--- src/hdl/esw_regs.vh ---
// Opcodes, field positions and reset values of the status register bank
`ifndef ESW_REGS_VH
`define ESW_REGS_VH

// ==========================================================
// Serial commands that this bank acts on
`define ESW_OP_WRSR       8'h01
`define ESW_OP_WR         8'h02
`define ESW_OP_WRDI       8'h04
`define ESW_OP_RDSR       8'h05
`define ESW_OP_SET_WRITE_LATCH_CMD       8'h06
`define ESW_OP_WRSR2      8'h31
`define ESW_OP_PERS       8'h42
`define ESW_OP_CERS_A     8'h60
`define ESW_OP_CERS_B     8'hc7
`define ESW_OP_PD         8'hb9

// ==========================================================
// Byte one field positions
`define ESW_B1_BUSY       0
`define ESW_B1_LATCH      1
`define ESW_B1_GUARD_LO   2
`define ESW_B1_GUARD_HI   3
`define ESW_B1_SLEEP_IND  4
`define ESW_B1_LOW_STBY   5
`define ESW_B1_IDLE_SLEEP 6
`define ESW_B1_LOCK       7

// ==========================================================
// Byte two field positions
`define ESW_B2_SLEEP_AW   0
`define ESW_B2_SLOW_OSC   1

// ==========================================================
// Reset values and frame lengths
`define ESW_NV_RESET      4'h0
`define ESW_LOCK_RESET    1'b0
`define ESW_B2_RESET      2'h0
`define ESW_BITS_CMD      5'h08
`define ESW_BITS_CMD_DATA 5'h10
`define ESW_SYNC_STAGES   2

`endif

--- src/hdl/esw_rx.v ---
// Serial receiver: bit counter, command byte and last data byte
`timescale 1ns/1ps
`include "esw_regs.vh"

module esw_rx (
   // Clock and reset
   input  wire       clk_sys,
   input  wire       reset,
   // Synchronised serial inputs and edge strobe
   input  wire       frame_on,
   input  wire       sck_rise,
   input  wire       sdi_s,
   // Frame state
   output reg  [4:0] bit_count,
   output reg        long_frame,
   output reg  [7:0] command,
   output reg  [7:0] data_byte
);

   reg [7:0] shift;
   wire [7:0] next_shift;

   assign next_shift = {shift[6:0], sdi_s};

   // ==========================================================
   // Shift in on each rising serial clock inside a frame
   always @(posedge clk_sys or posedge reset) begin
      if (reset) begin
         bit_count  <= 5'h00;
         long_frame <= 1'b0;
         shift      <= 8'h00;
         command    <= 8'h00;
         data_byte  <= 8'h00;
      end else if (!frame_on) begin
         bit_count  <= 5'h00;
         long_frame <= 1'b0;
      end else if (sck_rise) begin
         shift     <= next_shift;
         bit_count <= bit_count + 5'h01;
         if (bit_count == 5'h1f)
            long_frame <= 1'b1;           // Wrapped, too long for a status write; whole-byte write-class frames still act
         if (bit_count == 5'h07 && !long_frame)
            command <= next_shift;
         if (bit_count[2:0] == 3'h7)
            data_byte <= next_shift;
      end
   end

endmodule // esw_rx

--- src/hdl/esw_status.v ---
// Status and configuration bytes with write protection
//
// Overview of operation
// - Two status bytes, readable any time, even during a self-timed write.
// - Byte one bit 0 is the read-only busy flag of program or erase.
// - Byte one bit 1 is the volatile write latch; 1 means writes enabled.
// - Byte one bits 2 and 3 are non-volatile block guard bits.
// - Byte one bit 4 reads 1 in deep sleep, else 0.
// - Byte one bit 5 enables low-power standby when idle.
// - Byte one bit 6 selects power-down instead of standby when idle.
// - Status lock set and protect pin low rejects byte one writes.
// - Byte two bit 0 sends the device to deep sleep after an array write or a byte one write.
// - Byte two bit 1 slows the oscillator during self-timed writes.
// - Byte two bits 2 to 7 are reserved and read zero.
// - Status writes only act when select rises after the exact bit count; other writes need whole bytes.
// - Write-class commands are ignored while the write latch is clear.
// - The write latch is clear after power-up.
`timescale 1ns/1ps
`include "esw_regs.vh"

module esw_status (
   // Clock and reset
   input  wire       clk_sys,
   input  wire       reset,
   // Serial pins
   input  wire       cs_n,
   input  wire       sck,
   input  wire       sdi,
   input  wire       wp_n,
   output reg        sdo,
   output reg        sdo_oe,
   // Device state from the write timer and power logic
   input  wire       write_busy,
   input  wire       deep_sleep,
   // Configuration towards the rest of the device
   output wire       busy_flag,
   output reg        write_latch,
   output reg        block_guard_lo,
   output reg        block_guard_hi,
   output wire       deep_sleep_indicator,
   output reg        low_standby_enable,
   output reg        idle_sleep_enable,
   output reg        status_lock,
   output reg        sleep_after_write,
   output reg        slow_osc_during_write,
   // Events towards the write timer and power logic
   output reg        nv_store_start,
   output reg        sleep_request,
   output wire       slow_osc_active
);

   // ==========================================================
   // Pin synchronisation and edge finding
   wire [3:0] pins_s;
   wire       cs_n_s;
   wire       sck_s;
   wire       sdi_s;
   wire       wp_n_s;
   reg        sck_d;
   reg        cs_n_d;
   reg        busy_d;
   wire       sck_rise;
   wire       sck_fall;
   wire       frame_end;
   wire       busy_end;

   esw_sync #(
      .WIDTH    (4)
   ) u_sync (
      .clk_sys  (clk_sys),
      .reset    (reset),
      .pin_in   ({cs_n, sck, sdi, wp_n}),
      .pin_sync (pins_s)
   );

   assign cs_n_s    = pins_s[3];
   assign sck_s     = pins_s[2];
   assign sdi_s     = pins_s[1];
   assign wp_n_s    = pins_s[0];
   assign sck_rise  = sck_s & ~sck_d;
   assign sck_fall  = ~sck_s & sck_d;
   assign frame_end = cs_n_s & ~cs_n_d;
   assign busy_end  = busy_d & ~write_busy;

   // Delayed copies for edge detection
   // Reset levels match the synchroniser, so no rise follows reset
   always @(posedge clk_sys or posedge reset) begin
      if (reset) begin
         sck_d  <= 1'b1;
         cs_n_d <= 1'b1;
         busy_d <= 1'b0;
      end else begin
         sck_d  <= sck_s;
         cs_n_d <= cs_n_s;
         busy_d <= write_busy;
      end
   end

   // ==========================================================
   // Serial receiver
   // Bit count at select rise decides whether a write is exact
   wire [4:0] bit_count;
   wire       long_frame;
   wire [7:0] command;
   wire [7:0] data_byte;

   esw_rx u_rx (
      .clk_sys    (clk_sys),
      .reset      (reset),
      .frame_on   (~cs_n_s),
      .sck_rise   (sck_rise),
      .sdi_s      (sdi_s),
      .bit_count  (bit_count),
      .long_frame (long_frame),
      .command    (command),
      .data_byte  (data_byte)
   );

   // ==========================================================
   // Status byte images
   wire [7:0] status_one;
   wire [7:0] status_two;

   assign busy_flag            = write_busy;
   assign deep_sleep_indicator = deep_sleep;
   assign status_one = {status_lock,                       // Bit 7
                        idle_sleep_enable,                 // Bit 6
                        low_standby_enable,                // Bit 5
                        deep_sleep_indicator,
                        block_guard_hi,                    // Bit 3
                        block_guard_lo,                    // Bit 2
                        write_latch,                       // Bit 1
                        busy_flag};                        // Bit 0
   assign status_two = {6'h00,
                        slow_osc_during_write,
                        sleep_after_write};

   // ==========================================================
   // Frame qualification at the rising edge of select
   // A cut frame never reaches an action, so it changes nothing
   wire exact_cmd;
   wire exact_cmd_data;
   wire whole_bytes;
   wire status_open;
   reg  is_write_class;
   reg  is_array_write;
   wire do_set_write_latch_cmd;
   wire do_wrdi;
   wire do_wrsr;
   wire do_wrsr2;
   wire do_other;

   assign exact_cmd      = ~long_frame &
                           (bit_count == `ESW_BITS_CMD);
   assign exact_cmd_data = ~long_frame &
                           (bit_count == `ESW_BITS_CMD_DATA);
   assign whole_bytes    = (long_frame | (bit_count != 5'h00)) &
                           (bit_count[2:0] == 3'h0);
   // Protect pin high, or lock clear, leaves the bytes writable
   assign status_open    = ~status_lock | wp_n_s;

   // Opcodes whose completion clears the latch; array writes arm sleep
   always @* begin
      is_write_class = 1'b0;
      is_array_write = 1'b0;
      case (command)
         `ESW_OP_WR: begin
            is_write_class = 1'b1;
            is_array_write = 1'b1;
         end
         `ESW_OP_PERS: begin
            is_write_class = 1'b1;
         end
         `ESW_OP_CERS_A: begin
            is_write_class = 1'b1;
         end
         `ESW_OP_CERS_B: begin
            is_write_class = 1'b1;
         end
         `ESW_OP_PD: begin
            is_write_class = 1'b1;
         end
         default: begin
            is_write_class = 1'b0;
            is_array_write = 1'b0;
         end
      endcase
   end

   // Each action fires once, on the cycle select is seen rising
   assign do_set_write_latch_cmd  = frame_end & exact_cmd &
                     (command == `ESW_OP_SET_WRITE_LATCH_CMD);
   assign do_wrdi  = frame_end & exact_cmd &
                     (command == `ESW_OP_WRDI);
   assign do_wrsr  = frame_end & exact_cmd_data &
                     (command == `ESW_OP_WRSR) &
                     write_latch & status_open &
                     ~write_busy;
   assign do_wrsr2 = frame_end & exact_cmd_data &
                     (command == `ESW_OP_WRSR2) &
                     write_latch & ~write_busy;
   assign do_other = frame_end & whole_bytes &
                     is_write_class & write_latch;

   // ==========================================================
   // Write latch: set by enable, cleared by any completed write
   // A refused or cut write leaves the latch as it was
   always @(posedge clk_sys or posedge reset) begin
      if (reset) begin
         write_latch <= 1'b0;
      end else if (do_set_write_latch_cmd) begin
         write_latch <= 1'b1;
      end else if (do_wrdi | do_wrsr | do_wrsr2 | do_other) begin
         write_latch <= 1'b0;
      end
   end

   // ==========================================================
   // Non-volatile fields of byte one; busy and sleep untouched
   always @(posedge clk_sys or posedge reset) begin
      if (reset) begin
         {idle_sleep_enable, low_standby_enable,
          block_guard_hi, block_guard_lo} <= `ESW_NV_RESET;
         status_lock <= `ESW_LOCK_RESET;
      end else if (do_wrsr) begin
         block_guard_lo     <= data_byte[`ESW_B1_GUARD_LO];
         block_guard_hi     <= data_byte[`ESW_B1_GUARD_HI];
         low_standby_enable <= data_byte[`ESW_B1_LOW_STBY];
         idle_sleep_enable  <= data_byte[`ESW_B1_IDLE_SLEEP];
         status_lock        <= data_byte[`ESW_B1_LOCK];
      end
   end

   // ==========================================================
   // Volatile fields of byte two
   // Byte two ignores the lock; only latch and busy gate it
   always @(posedge clk_sys or posedge reset) begin
      if (reset) begin
         {slow_osc_during_write, sleep_after_write} <= `ESW_B2_RESET;
      end else if (do_wrsr2) begin
         sleep_after_write     <= data_byte[`ESW_B2_SLEEP_AW];
         slow_osc_during_write <= data_byte[`ESW_B2_SLOW_OSC];
      end
   end

   // Slowing is only in force while a write runs
   assign slow_osc_active = slow_osc_during_write & write_busy;

   // ==========================================================
   // Event pulses: nv store start and sleep after a write
   // Store pulse lets the write timer begin the non-volatile update
   reg sleep_armed;

   always @(posedge clk_sys or posedge reset) begin
      if (reset) begin
         nv_store_start <= 1'b0;
         sleep_request  <= 1'b0;
         sleep_armed    <= 1'b0;
      end else begin
         nv_store_start <= do_wrsr;
         sleep_request  <= busy_end & sleep_armed &
                           sleep_after_write;
         // Only array writes and byte one writes arm the sleep
         if (do_wrsr | (do_other & is_array_write))
            sleep_armed <= 1'b1;
         else if (busy_end)
            sleep_armed <= 1'b0;
      end
   end

   // ==========================================================
   // Status read: byte one then byte two, repeating
   // Live images: a change during a read shows from the next bit
   wire       reading;
   wire [7:0] read_byte;
   wire [2:0] bit_sel;

   assign reading   = ~cs_n_s & (long_frame | bit_count >= 5'h08) &
                      (command == `ESW_OP_RDSR);
   assign read_byte = bit_count[3] ? status_one : status_two;
   assign bit_sel   = 3'h7 - bit_count[2:0];

   // Output enable from the first data fall until deselect
   always @(posedge clk_sys or posedge reset) begin
      if (reset) begin
         sdo_oe <= 1'b0;
      end else if (cs_n_s) begin
         sdo_oe <= 1'b0;
      end else if (sck_fall && reading) begin
         sdo_oe <= 1'b1;
      end
   end

   // Data change on the falling serial clock, live values
   always @(posedge clk_sys or posedge reset) begin
      if (reset) begin
         sdo <= 1'b0;
      end else if (sck_fall && reading) begin
         sdo <= read_byte[bit_sel];
      end
   end

endmodule // esw_status

--- src/hdl/esw_sync.v ---
// Two-stage synchroniser for a group of pin inputs
`timescale 1ns/1ps

module esw_sync #(
   parameter WIDTH = 4
) (
   // Clock and reset
   input  wire             clk_sys,
   input  wire             reset,
   // Pin side and synchronised side
   input  wire [WIDTH-1:0] pin_in,
   output wire [WIDTH-1:0] pin_sync
);

   genvar i;

   // ==========================================================
   // One flop pair per bit; stage one feeds only stage two
   generate
      for (i = 0; i < WIDTH; i = i + 1) begin : g_bit
         reg stage_one;
         reg stage_two;
         always @(posedge clk_sys or posedge reset) begin
            if (reset) begin
               stage_one <= 1'b1;
               stage_two <= 1'b1;
            end else begin
               stage_one <= pin_in[i];
               stage_two <= stage_one;
            end
         end
         assign pin_sync[i] = stage_two;
      end
   endgenerate

endmodule // esw_sync

--- config.mk ---
export PLATFORM = sky130hd
export DESIGN_NAME = esw_status
export DESIGN_NICKNAME = d
export VERILOG_FILES = /design/src/hdl/esw_rx.v /design/src/hdl/esw_status.v /design/src/hdl/esw_sync.v
export VERILOG_INCLUDE_DIRS = /design/src /design/src/hdl
export SDC_FILE = /design/constraint.sdc
export NUM_CORES = 1
export LEC_CHECK = 0
export ABC_AREA = 1
export BUFFER_PORTS_ARGS = -buffer_cell sky130_fd_sc_hd__buf_2
export CAP_MARGIN = 15
export CORE_MARGIN = 2
export CORE_UTILIZATION = 25
export CTS_CLUSTER_DIAMETER = 100
export DETAILED_ROUTE_END_ITERATION = 6
export GPL_ROUTABILITY_DRIVEN = 0
export PLACE_DENSITY_LB_ADDON = 0.1
export SYNTH_ARGS = -nofsm -noshare
export SYNTH_HDL_FRONTEND = slang
export SYNTH_HIERARCHICAL = 1
export SYNTH_SLANG_ARGS = --single-unit
--- constraint.sdc ---
create_clock -name clk_sys -period 2.6 [get_ports clk_sys]
set_clock_uncertainty 0.2 [all_clocks]
set_input_delay 0.26 -clock clk_sys [delete_from_list [all_inputs] [get_ports clk_sys]]
set_output_delay 0.26 -clock clk_sys [all_outputs]
set_load 0.01 [all_outputs]
==> impl_metrics.json, run 1 <==
{
  "leakagePower_nw": 1.48,
  "p_comb_share_pct": 9.9,
  "die_area_sq_um": 11000,
  "p_sw_uw": 433,
  "postSynthAreaPerCell_sq_um": 8.50,
  "initial_utilization_pct": 26.0,
  "period_share_pct": 73.2,
  "powerDensity_nw_per_um2": 556,
  "htreeDepth": 2,
  "antenna_found_initial": 0,
  "drtPass1Iterations": 4,
  "grt_pass1_vias": 1860,
  "wire_per_inst_um": 13.2,
  "reg2reg_depth": 7,
  "cp_slowest_cell": "dfstp_2",
  "worstPathMaxFanout": 16,
  "clockRootBuffer": "clkbuf_8",
  "num-fill-cells": 1114,
  "finalCriticalPeriod_ns": 1.90,
  "synth_area_sq_um": 2550,
  "cts_tree": "built",
  "min_path_cells": 0,
  "slew_headroom_pct": 53.9,
  "maxCapViolCount": 0,
  "cts_made_buffers": 5,
  "status": "completed",
  "dp.final_hpwl_um": 4660,
  "crit_path_cell_trace": "inv_1 > nor2_1 > nand2_4 > nor2_8 > nand2_4 > nand2_1 > nand2_1",
  "crit_arrival_ns": 1.90,
  "drv_slew": 0,
  "area_growth_pct": 14.9,
  "io_pins": 23,
  "worstHoldStart": "u_sync/g_bit[3].stage_one",
  "grt_first_pass_wirelength_um": 10300,
  "clock-sinks": 52,
  "fp.dieH_um": 105,
  "critPathMaxStageDelay_ns": 0.55,
  "vias_per_cell": 4.09,
  "drc": 0,
  "routed_wl_um": 6070,
  "rows": 36,
  "worst-setup-path-type": "reg -> reg",
  "grt_max_degree": 29,
  "post-route-cell-area_sq_um": 2930,
  "ir_drop_v": 0.000223,
  "setup_ws_ns": 0.697,
  "tns_ns": 0,
  "syn_inst": 300,
  "grt_use_total_pct": 11.9,
  "cts.reportedPaths.clkPinSlew_ns": 0.09,
  "reg2reg_from": "u_sync/g_bit[2].stage_two",
  "io_buffers": 22,
  "p_seq_share_pct": 56.2,
  "placed_area_sq_um": 2760,
  "post_cts_buffers": 0,
  "min_to": "u_sync/g_bit[3].stage_two",
  "fmax_ghz": 0.525,
  "drive_above_1_share_pct": 22.9,
  "diodes": 0,
  "cts_resized": 0,
  "ant_nets": 0,
  "nets": 338,
  "switching_share_pct": 26.6,
  "clk_latency_ns": 0.31,
  "overflow": 0,
  "coreArea_sq_um": 9820,
  "whs_ns": 0.159,
  "ctsHoldBuffers": 6,
  "vias": 1884,
  "die_x_um": 105,
  "syn_nets": 311,
  "worstMarginPinSlew_ns": 0.690,
  "clockPowerShare_pct": 34.0,
  "rsz0062_at_grt": "no",
  "start_kind": "flop",
  "cts.path.max_buffers": 2,
  "drt_iter0_markers": 81,
  "reg2reg_slack_ns": 0.70,
  "hold_viol": 0,
  "crit_path_end_kind": "flop",
  "internal-power_mw": 1.20,
  "dp_slack_ns": 0.694,
  "min_path_type": "reg -> reg",
  "crit_required_ns": 2.59,
  "yosys_warnings": 6,
  "setup-violations-final": 0,
  "r2r_end": "u_rx/command[3]"
}
power groups by stage:
stage | clock network (mW) | registers (mW) | logic (mW)
6_report | 0.553 | 0.914 | 0.161
5_1_grt | 0.616 | 0.924 | 0.188
4_1_cts | 0.578 | 0.916 | 0.166
3_5_place_dp | 0 | 0.931 | 0.159
3_3_place_gp | 0 | 0.929 | 0.159
2_1_floorplan | 0 | 0.908 | 0.123
metal layers:
layer / vias to the layer above / track usage [%] / part of all wire, %
met3: 8 / 2.25 / 2.4
met2: 28 / 17.9 / 44
li1: 983 / - / -
met1: 865 / 17.3 / 52
met4: 0 / 3.71 / 1.3
met5: - / 0 / 0
state kept, by name, indices dropped and copies added, names as in the netlist, 4 cells and up:
name,flops
u_rx/shift,7
u_rx/command,8
u_rx/bit_count,5
u_sync/g_bit.stage_two,4
u_rx/data_byte,7
u_sync/g_bit.stage_one,4
cell type report:
cell class                 instances  area, sq um  share of cell area [%]
sequential                        52         1310                    44.9
multi-input combinational        199         1010                    34.3
timing repair buffer              29          178                    6.07
tap                              133          166                    5.68
inverter                          40          158                    5.38
clock buffer                       6         72.6                    2.48
clock inverter                     2         35.0                    1.20
through the flow:
step                      cells  power [mW]  utilization (%)
final                       461        1.63             29.8
after global routing        461        1.73             29.8
after CTS                   461        1.66             29.8
after detailed placement    447        1.09             28.1
after global placement      447        1.09             28.1
after floorplan             300        1.03                -
worst max-delay path by stage:
| stage | start | endpoint | slack [ns] | depth (start not counted) |
|---|---|---|---|---|
| global placement | u_sync/g_bit[2].stage_two | u_rx/command[5] | 0.73 | 7 |
| finish | u_sync/g_bit[2].stage_two | u_rx/command[3] | 0.70 | 7 |
| global route | u_sync/g_bit[2].stage_two | u_rx/command[1] | 0.54 | 7 |
| detailed placement | u_sync/g_bit[2].stage_two | u_rx/command[4] | 0.69 | 7 |
| floorplan | u_sync/g_bit[2].stage_two | u_rx/data_byte[0] | 0.92 | 9 |
| CTS | u_sync/g_bit[2].stage_two | u_rx/command[3] | 0.67 | 7 |
cells in the final DEF, fill, tap and decap left out, drive strengths merged:
cell type,instances
nand2,94
dfrtp,42
nor2,40
inv,39
nand3,28
buf,23
o21ai,23
dfstp,10
dlygate4sd3,6
clkbuf,6
nor3,4
nand4,3
ha,3
clkinv,2
a21oi,2
nand3b,1
bufinv,1
or2,1
worst max-delay path, delay by kind of cell (launching register included):
kind / cells / cell delay (ns)
buffers and inverters: 1 / 0.04
DFF: 1 / 0.55
and+or+nand+nor: 6 / 1.02
(Power assumes the default switching activity.)
==> run 2, diff against run 1 <==
==> constraint.sdc (replaced) <==
create_clock -name clk_sys -period 2 [get_ports clk_sys]
set_clock_uncertainty 0.2 [all_clocks]
set_input_delay 0.2 -clock clk_sys [delete_from_list [all_inputs] [get_ports clk_sys]]
set_output_delay 0.2 -clock clk_sys [all_outputs]
set_load 0.01 [all_outputs]
==> impl_metrics.json, run 2 (synthesis results as in run 1) <==
{
  "status": "completed",
  "die_x_um": 105,
  "cts_made_buffers": 5,
  "layout_commonest_cell": "nand2_1",
  "num-fill-cells": 1090,
  "largest_register_ffs": 8,
  "worst-setup-path-type": "reg -> reg",
  "switching_share_pct": 28.1,
  "worstMarginPinSlew_ns": 0.665,
  "internal-power_mw": 1.48,
  "io_pins": 23,
  "vias_per_cell": 4.01,
  "clk_latency_ns": 0.31,
  "fp.dieH_um": 105,
  "p_comb_share_pct": 12.7,
  "grt_use_total_pct": 11.8,
  "dp.final_hpwl_um": 4430,
  "crit_path_end_kind": "flop",
  "initial_utilization_pct": 26.0,
  "min_path_cells": 0,
  "antenna_found_initial": 0,
  "vias": 1858,
  "dp.cells": 449,
  "ctsHoldBuffers": 6,
  "grt_pass1_vias": 1880,
  "maxCapViolCount": 0,
  "p_seq_share_pct": 56.1,
  "drv_slew": 0,
  "hold_viol": 0,
  "final_cell_mix": "nand2_1, dfrtp_1, inv_1",
  "top_register": "u_rx/command",
  "start_kind": "flop",
  "crit_required_ns": 2.00,
  "drc": 0,
  "period_share_pct": 91.0,
  "leakagePower_nw": 1.48,
  "diodes": 0,
  "critPathMaxStageDelay_ns": 0.55,
  "clock-sinks": 52,
  "nets": 340,
  "htreeDepth": 2,
  "drt_iter0_markers": 80,
  "rows": 36,
  "ant_nets": 0,
  "final_cells": 463,
  "whs_ns": 0.160,
  "setup-violations-final": 0,
  "slew_headroom_pct": 55.6,
  "clockRootBuffer": "clkbuf_8",
  "area_growth_pct": 15.1,
  "post_cts_buffers": 0,
  "fmax_ghz": 0.550,
  "p_sw_uw": 579,
  "clockPowerShare_pct": 31.2,
  "reg2reg_depth": 7,
  "cts.reportedPaths.clkPinSlew_ns": 0.09,
  "ir_drop_v": 0.000263,
  "overflow": 0,
  "routed_wl_um": 5810,
  "cp_slowest_cell": "dfstp_2",
  "largest_registers": "u_rx/command (8), u_rx/data_byte (7), u_rx/shift (7)",
  "drtPass1Iterations": 4,
  "grt_max_degree": 29,
  "min_path_type": "reg -> reg",
  "worstPathMaxFanout": 16,
  "crit_path_cell_trace": "inv_1 > nor2_1 > nand2_4 > nor2_8 > nand2_4 > nand2_1 > nand2_1",
  "cts.path.max_buffers": 2,
  "cts_tree": "built",
  "tns_ns": 0,
  "rsz0062_at_grt": "no",
  "cts_resized": 0,
  "wire_per_inst_um": 12.5,
  "crit_arrival_ns": 1.82,
  "powerDensity_nw_per_um2": 702,
  "drive_above_1_share_pct": 23.6,
  "io_buffers": 22,
  "die_area_sq_um": 11000,
  "grt_first_pass_wirelength_um": 10200,
  "coreArea_sq_um": 9820,
  "finalCriticalPeriod_ns": 1.82
}
==> run 2: cell types whose count changed in the layout (fill, tap and decap cells not counted) <==
cell        previous run  this run
buf_4                  1         3
bufinv_16              1         0
clkbuf_1               1         0
clkbuf_8               5         6
clkinv_2               1         0
clkinvlp_4             0         2
==> run 2: cell type report <==
cell class	count	area, sq um	area share [%]
clock inverters	2	15.0	0.512
flip-flops and latches	52	1310	44.8
multi-input cells	199	1010	34.3
inverters	40	158	5.37
well taps	133	166	5.67
repair buffers	31	193	6.57
clock buffers	6	82.6	2.81
==> run 2: metrics by stage <==
stage,power (mW),util (%),setup WS (ns),instance area (sq um)
finish,2.06,29.9,0.181,2930
global route,2.19,29.9,0.0497,2930
CTS,2.10,29.9,0.184,2930
detailed placement,1.43,28.3,0.188,2780
global placement,1.45,28.3,0.229,2780
floorplan,1.34,-,0.319,2550
==> run 2: power by group through the flow <==
stage               clock (mW)  sequential, mW  combinational, mW
detailed placement           0            1.18              0.254
finish                   0.642            1.16              0.261
global route             0.727            1.17              0.299
floorplan                    0            1.18              0.160
global placement             0            1.18              0.268
CTS                      0.673            1.16              0.265
==> run 2: worst paths after layout <==
| kind | to | start | slack (ns) |
|---|---|---|---|
| worst max-delay path | u_rx/command[2] | u_sync/g_bit[2].stage_two | 0.18 |
| worst min-delay path | u_sync/g_bit[3].stage_two | u_sync/g_bit[3].stage_one | 0.16 |
| worst max register to register | u_rx/command[2] | u_sync/g_bit[2].stage_two | 0.18 |
| worst min register to register | u_sync/g_bit[3].stage_two | u_sync/g_bit[3].stage_one | 0.16 |
| max in group asynchronous | write_latch | reset | 0.82 |
| min in group asynchronous | u_rx/command[6] | reset | 0.34 |
==> run 2: per-layer routing <==
layer	up-vias	share of wire [%]	wire, um	global-route usage (%)
met1	839	55	3190	18.1
met3	5	2.8	162	2.18
met4	0	1.2	69	3.43
li1	982	-	-	-
met5	-	0	0	0
met2	32	41	2380	16.7
==> run 2: worst max-delay path, delay by kind of cell (launching register included) <==
family | cells | cell delay [ns]
flip-flops | 1 | 0.55
buffers and inverters | 1 | 0.04
AND/OR/NAND/NOR | 6 | 0.94
==> run 3, diff against run 2 <==
--- a/config.mk
+++ b/config.mk
@@ -9,11 +9,12 @@
 export ABC_AREA = 1
 export BUFFER_PORTS_ARGS = -buffer_cell sky130_fd_sc_hd__buf_2
 export CAP_MARGIN = 15
-export CORE_MARGIN = 2
+export CORE_MARGIN = 4
 export CORE_UTILIZATION = 25
 export CTS_CLUSTER_DIAMETER = 100
 export DETAILED_ROUTE_END_ITERATION = 6
 export GPL_ROUTABILITY_DRIVEN = 0
+export HOLD_SLACK_MARGIN = 0.05
 export PLACE_DENSITY_LB_ADDON = 0.1
 export SYNTH_ARGS = -nofsm -noshare
 export SYNTH_HDL_FRONTEND = slang
==> impl_metrics.json, run 3 (synthesis results as in run 1) <==
{
  "wire_per_inst_um": 12.5,
  "clk_latency_ns": 0.30,
  "tns_ns": 0,
  "coreArea_sq_um": 9860,
  "finalCriticalPeriod_ns": 1.82,
  "cts.reportedPaths.clkPinSlew_ns": 0.09,
  "reg2reg_depth": 7,
  "overflow": 0,
  "diodes": 0,
  "status": "completed",
  "fin_util_pct": 29.7,
  "fp.dieH_um": 109,
  "final_cell_mix": "nand2_1, dfrtp_1, inv_1",
  "dp_slack_ns": 0.183,
  "slew_headroom_pct": 55.6,
  "grt_use_total_pct": 10.7,
  "min_path_type": "reg -> reg",
  "top_register": "u_rx/command",
  "vias": 1951,
  "placed_area_sq_um": 2780,
  "drv_slew": 0,
  "setup-violations-final": 0,
  "die_x_um": 109,
  "grt_max_degree": 29,
  "die_area_sq_um": 11900,
  "worst-setup-path-type": "reg -> reg",
  "cts_tree": "built",
  "io_buffers": 22,
  "htreeDepth": 2,
  "rows": 36,
  "leakagePower_nw": 1.48,
  "post-route-cell-area_sq_um": 2930,
  "maxCapViolCount": 0,
  "area_growth_pct": 15.1,
  "largest_registers": "u_rx/command (8), u_rx/data_byte (7), u_rx/shift (7)",
  "clockRootBuffer": "clkbuf_8",
  "num-fill-cells": 1052,
  "r2r_end": "u_rx/command[0]",
  "drtPass1Iterations": 4,
  "layout_commonest_cell": "nand2_1",
  "ir_drop_v": 0.000240,
  "crit_path_end_kind": "flop",
  "clock-sinks": 52,
  "crit_path_cell_trace": "inv_1 > nor2_1 > nand2_4 > nor2_8 > nand2_4 > nand2_1 > nand2_1",
  "hold_viol": 0,
  "routed_wl_um": 5780,
  "min_path_cells": 0,
  "setup_ws_ns": 0.179,
  "post_cts_buffers": 0,
  "antenna_found_initial": 0,
  "worstPathMaxFanout": 16,
  "drc": 0,
  "rsz0062_at_grt": "no",
  "startpoint": "u_sync/g_bit[2].stage_two",
  "dp.final_hpwl_um": 4530,
  "power_mw": 2.05,
  "vias_per_cell": 4.21,
  "crit_arrival_ns": 1.82,
  "reg2reg_slack_ns": 0.18,
  "drive_above_1_share_pct": 23.6,
  "cp_slowest_cell": "dfstp_2",
  "worstMarginPinSlew_ns": 0.665,
  "critPathMaxStageDelay_ns": 0.55,
  "crit_required_ns": 2.00,
  "largest_register_ffs": 8,
  "drt_iter0_markers": 70,
  "grt_first_pass_wirelength_um": 9710,
  "nets": 340,
  "fmax_ghz": 0.549,
  "cts.path.max_buffers": 2,
  "start_kind": "flop",
  "grt_pass1_vias": 1771,
  "reg2reg_from": "u_sync/g_bit[2].stage_two",
  "worstHoldStart": "u_sync/g_bit[3].stage_one",
  "cts_made_buffers": 5,
  "period_share_pct": 91.0,
  "powerDensity_nw_per_um2": 700,
  "initial_utilization_pct": 25.8,
  "ant_nets": 0,
  "min_to": "u_sync/g_bit[3].stage_two",
  "io_pins": 23
}
[run 3: cell counts in the layout (fill, tap and decap cells not counted)]
Identical to the previous run, type by type.
[run 3: worst max-delay path: cells and delay by family (launching register included)]
family / cells / cell delay (ns)
buf+inv: 1 / 0.04
flops: 1 / 0.55
simple gates: 6 / 0.93
[run 3: repair_timing]
action	in CTS	in global routing
hold buffers	6	0
endpoints found under the hold margin	55	0
gates resized for setup	0	0
[run 3: worst max path at each step]
stage,cells after the start,end
6_report,7,u_rx/command[0]
5_1_grt,7,u_rx/command[0]
2_1_floorplan,9,u_rx/data_byte[0]
3_5_place_dp,7,u_rx/command[5]
4_1_cts,7,u_rx/command[0]
3_3_place_gp,7,u_rx/command[4]
[run 3: layout make-up]
type                    instances  area (sq um)  share of cell area (%)
multi-input cells             199          1010                    34.3
flip-flops and latches         52          1310                    44.8
repair buffers                 31           193                    6.57
well taps                     133           166                    5.67
inverters                      40           158                    5.37
clock inverters                 2          15.0                   0.512
clock buffers                   6          82.6                    2.81
[run 3: through the flow]
step | cells | hold WS, ns
floorplan | 300 | -0.0877
global route | 463 | 0.162
detailed placement | 449 | 0.107
global placement | 449 | 0.106
CTS | 463 | 0.160
finish | 463 | 0.159
[run 3: power by group]
group	total, mW	leakage, nW	internal, mW	switching, mW
Combinational	0.266	0.773	0.0863	0.179
Clock	0.630	0.0434	0.281	0.349
Sequential	1.16	0.662	1.11	0.0439
[run 3: layer usage]
metal / wire [um] / track usage (%) / part of all wire, % / vias to the layer above
li1: - / - / - / 988
met1: 3060 / 16.1 / 53 / 902
met2: 2360 / 15.1 / 41 / 53
met3: 257 / 2.01 / 4.4 / 8
met4: 91 / 3.79 / 1.6 / 0
met5: 0 / 0 / 0 / -
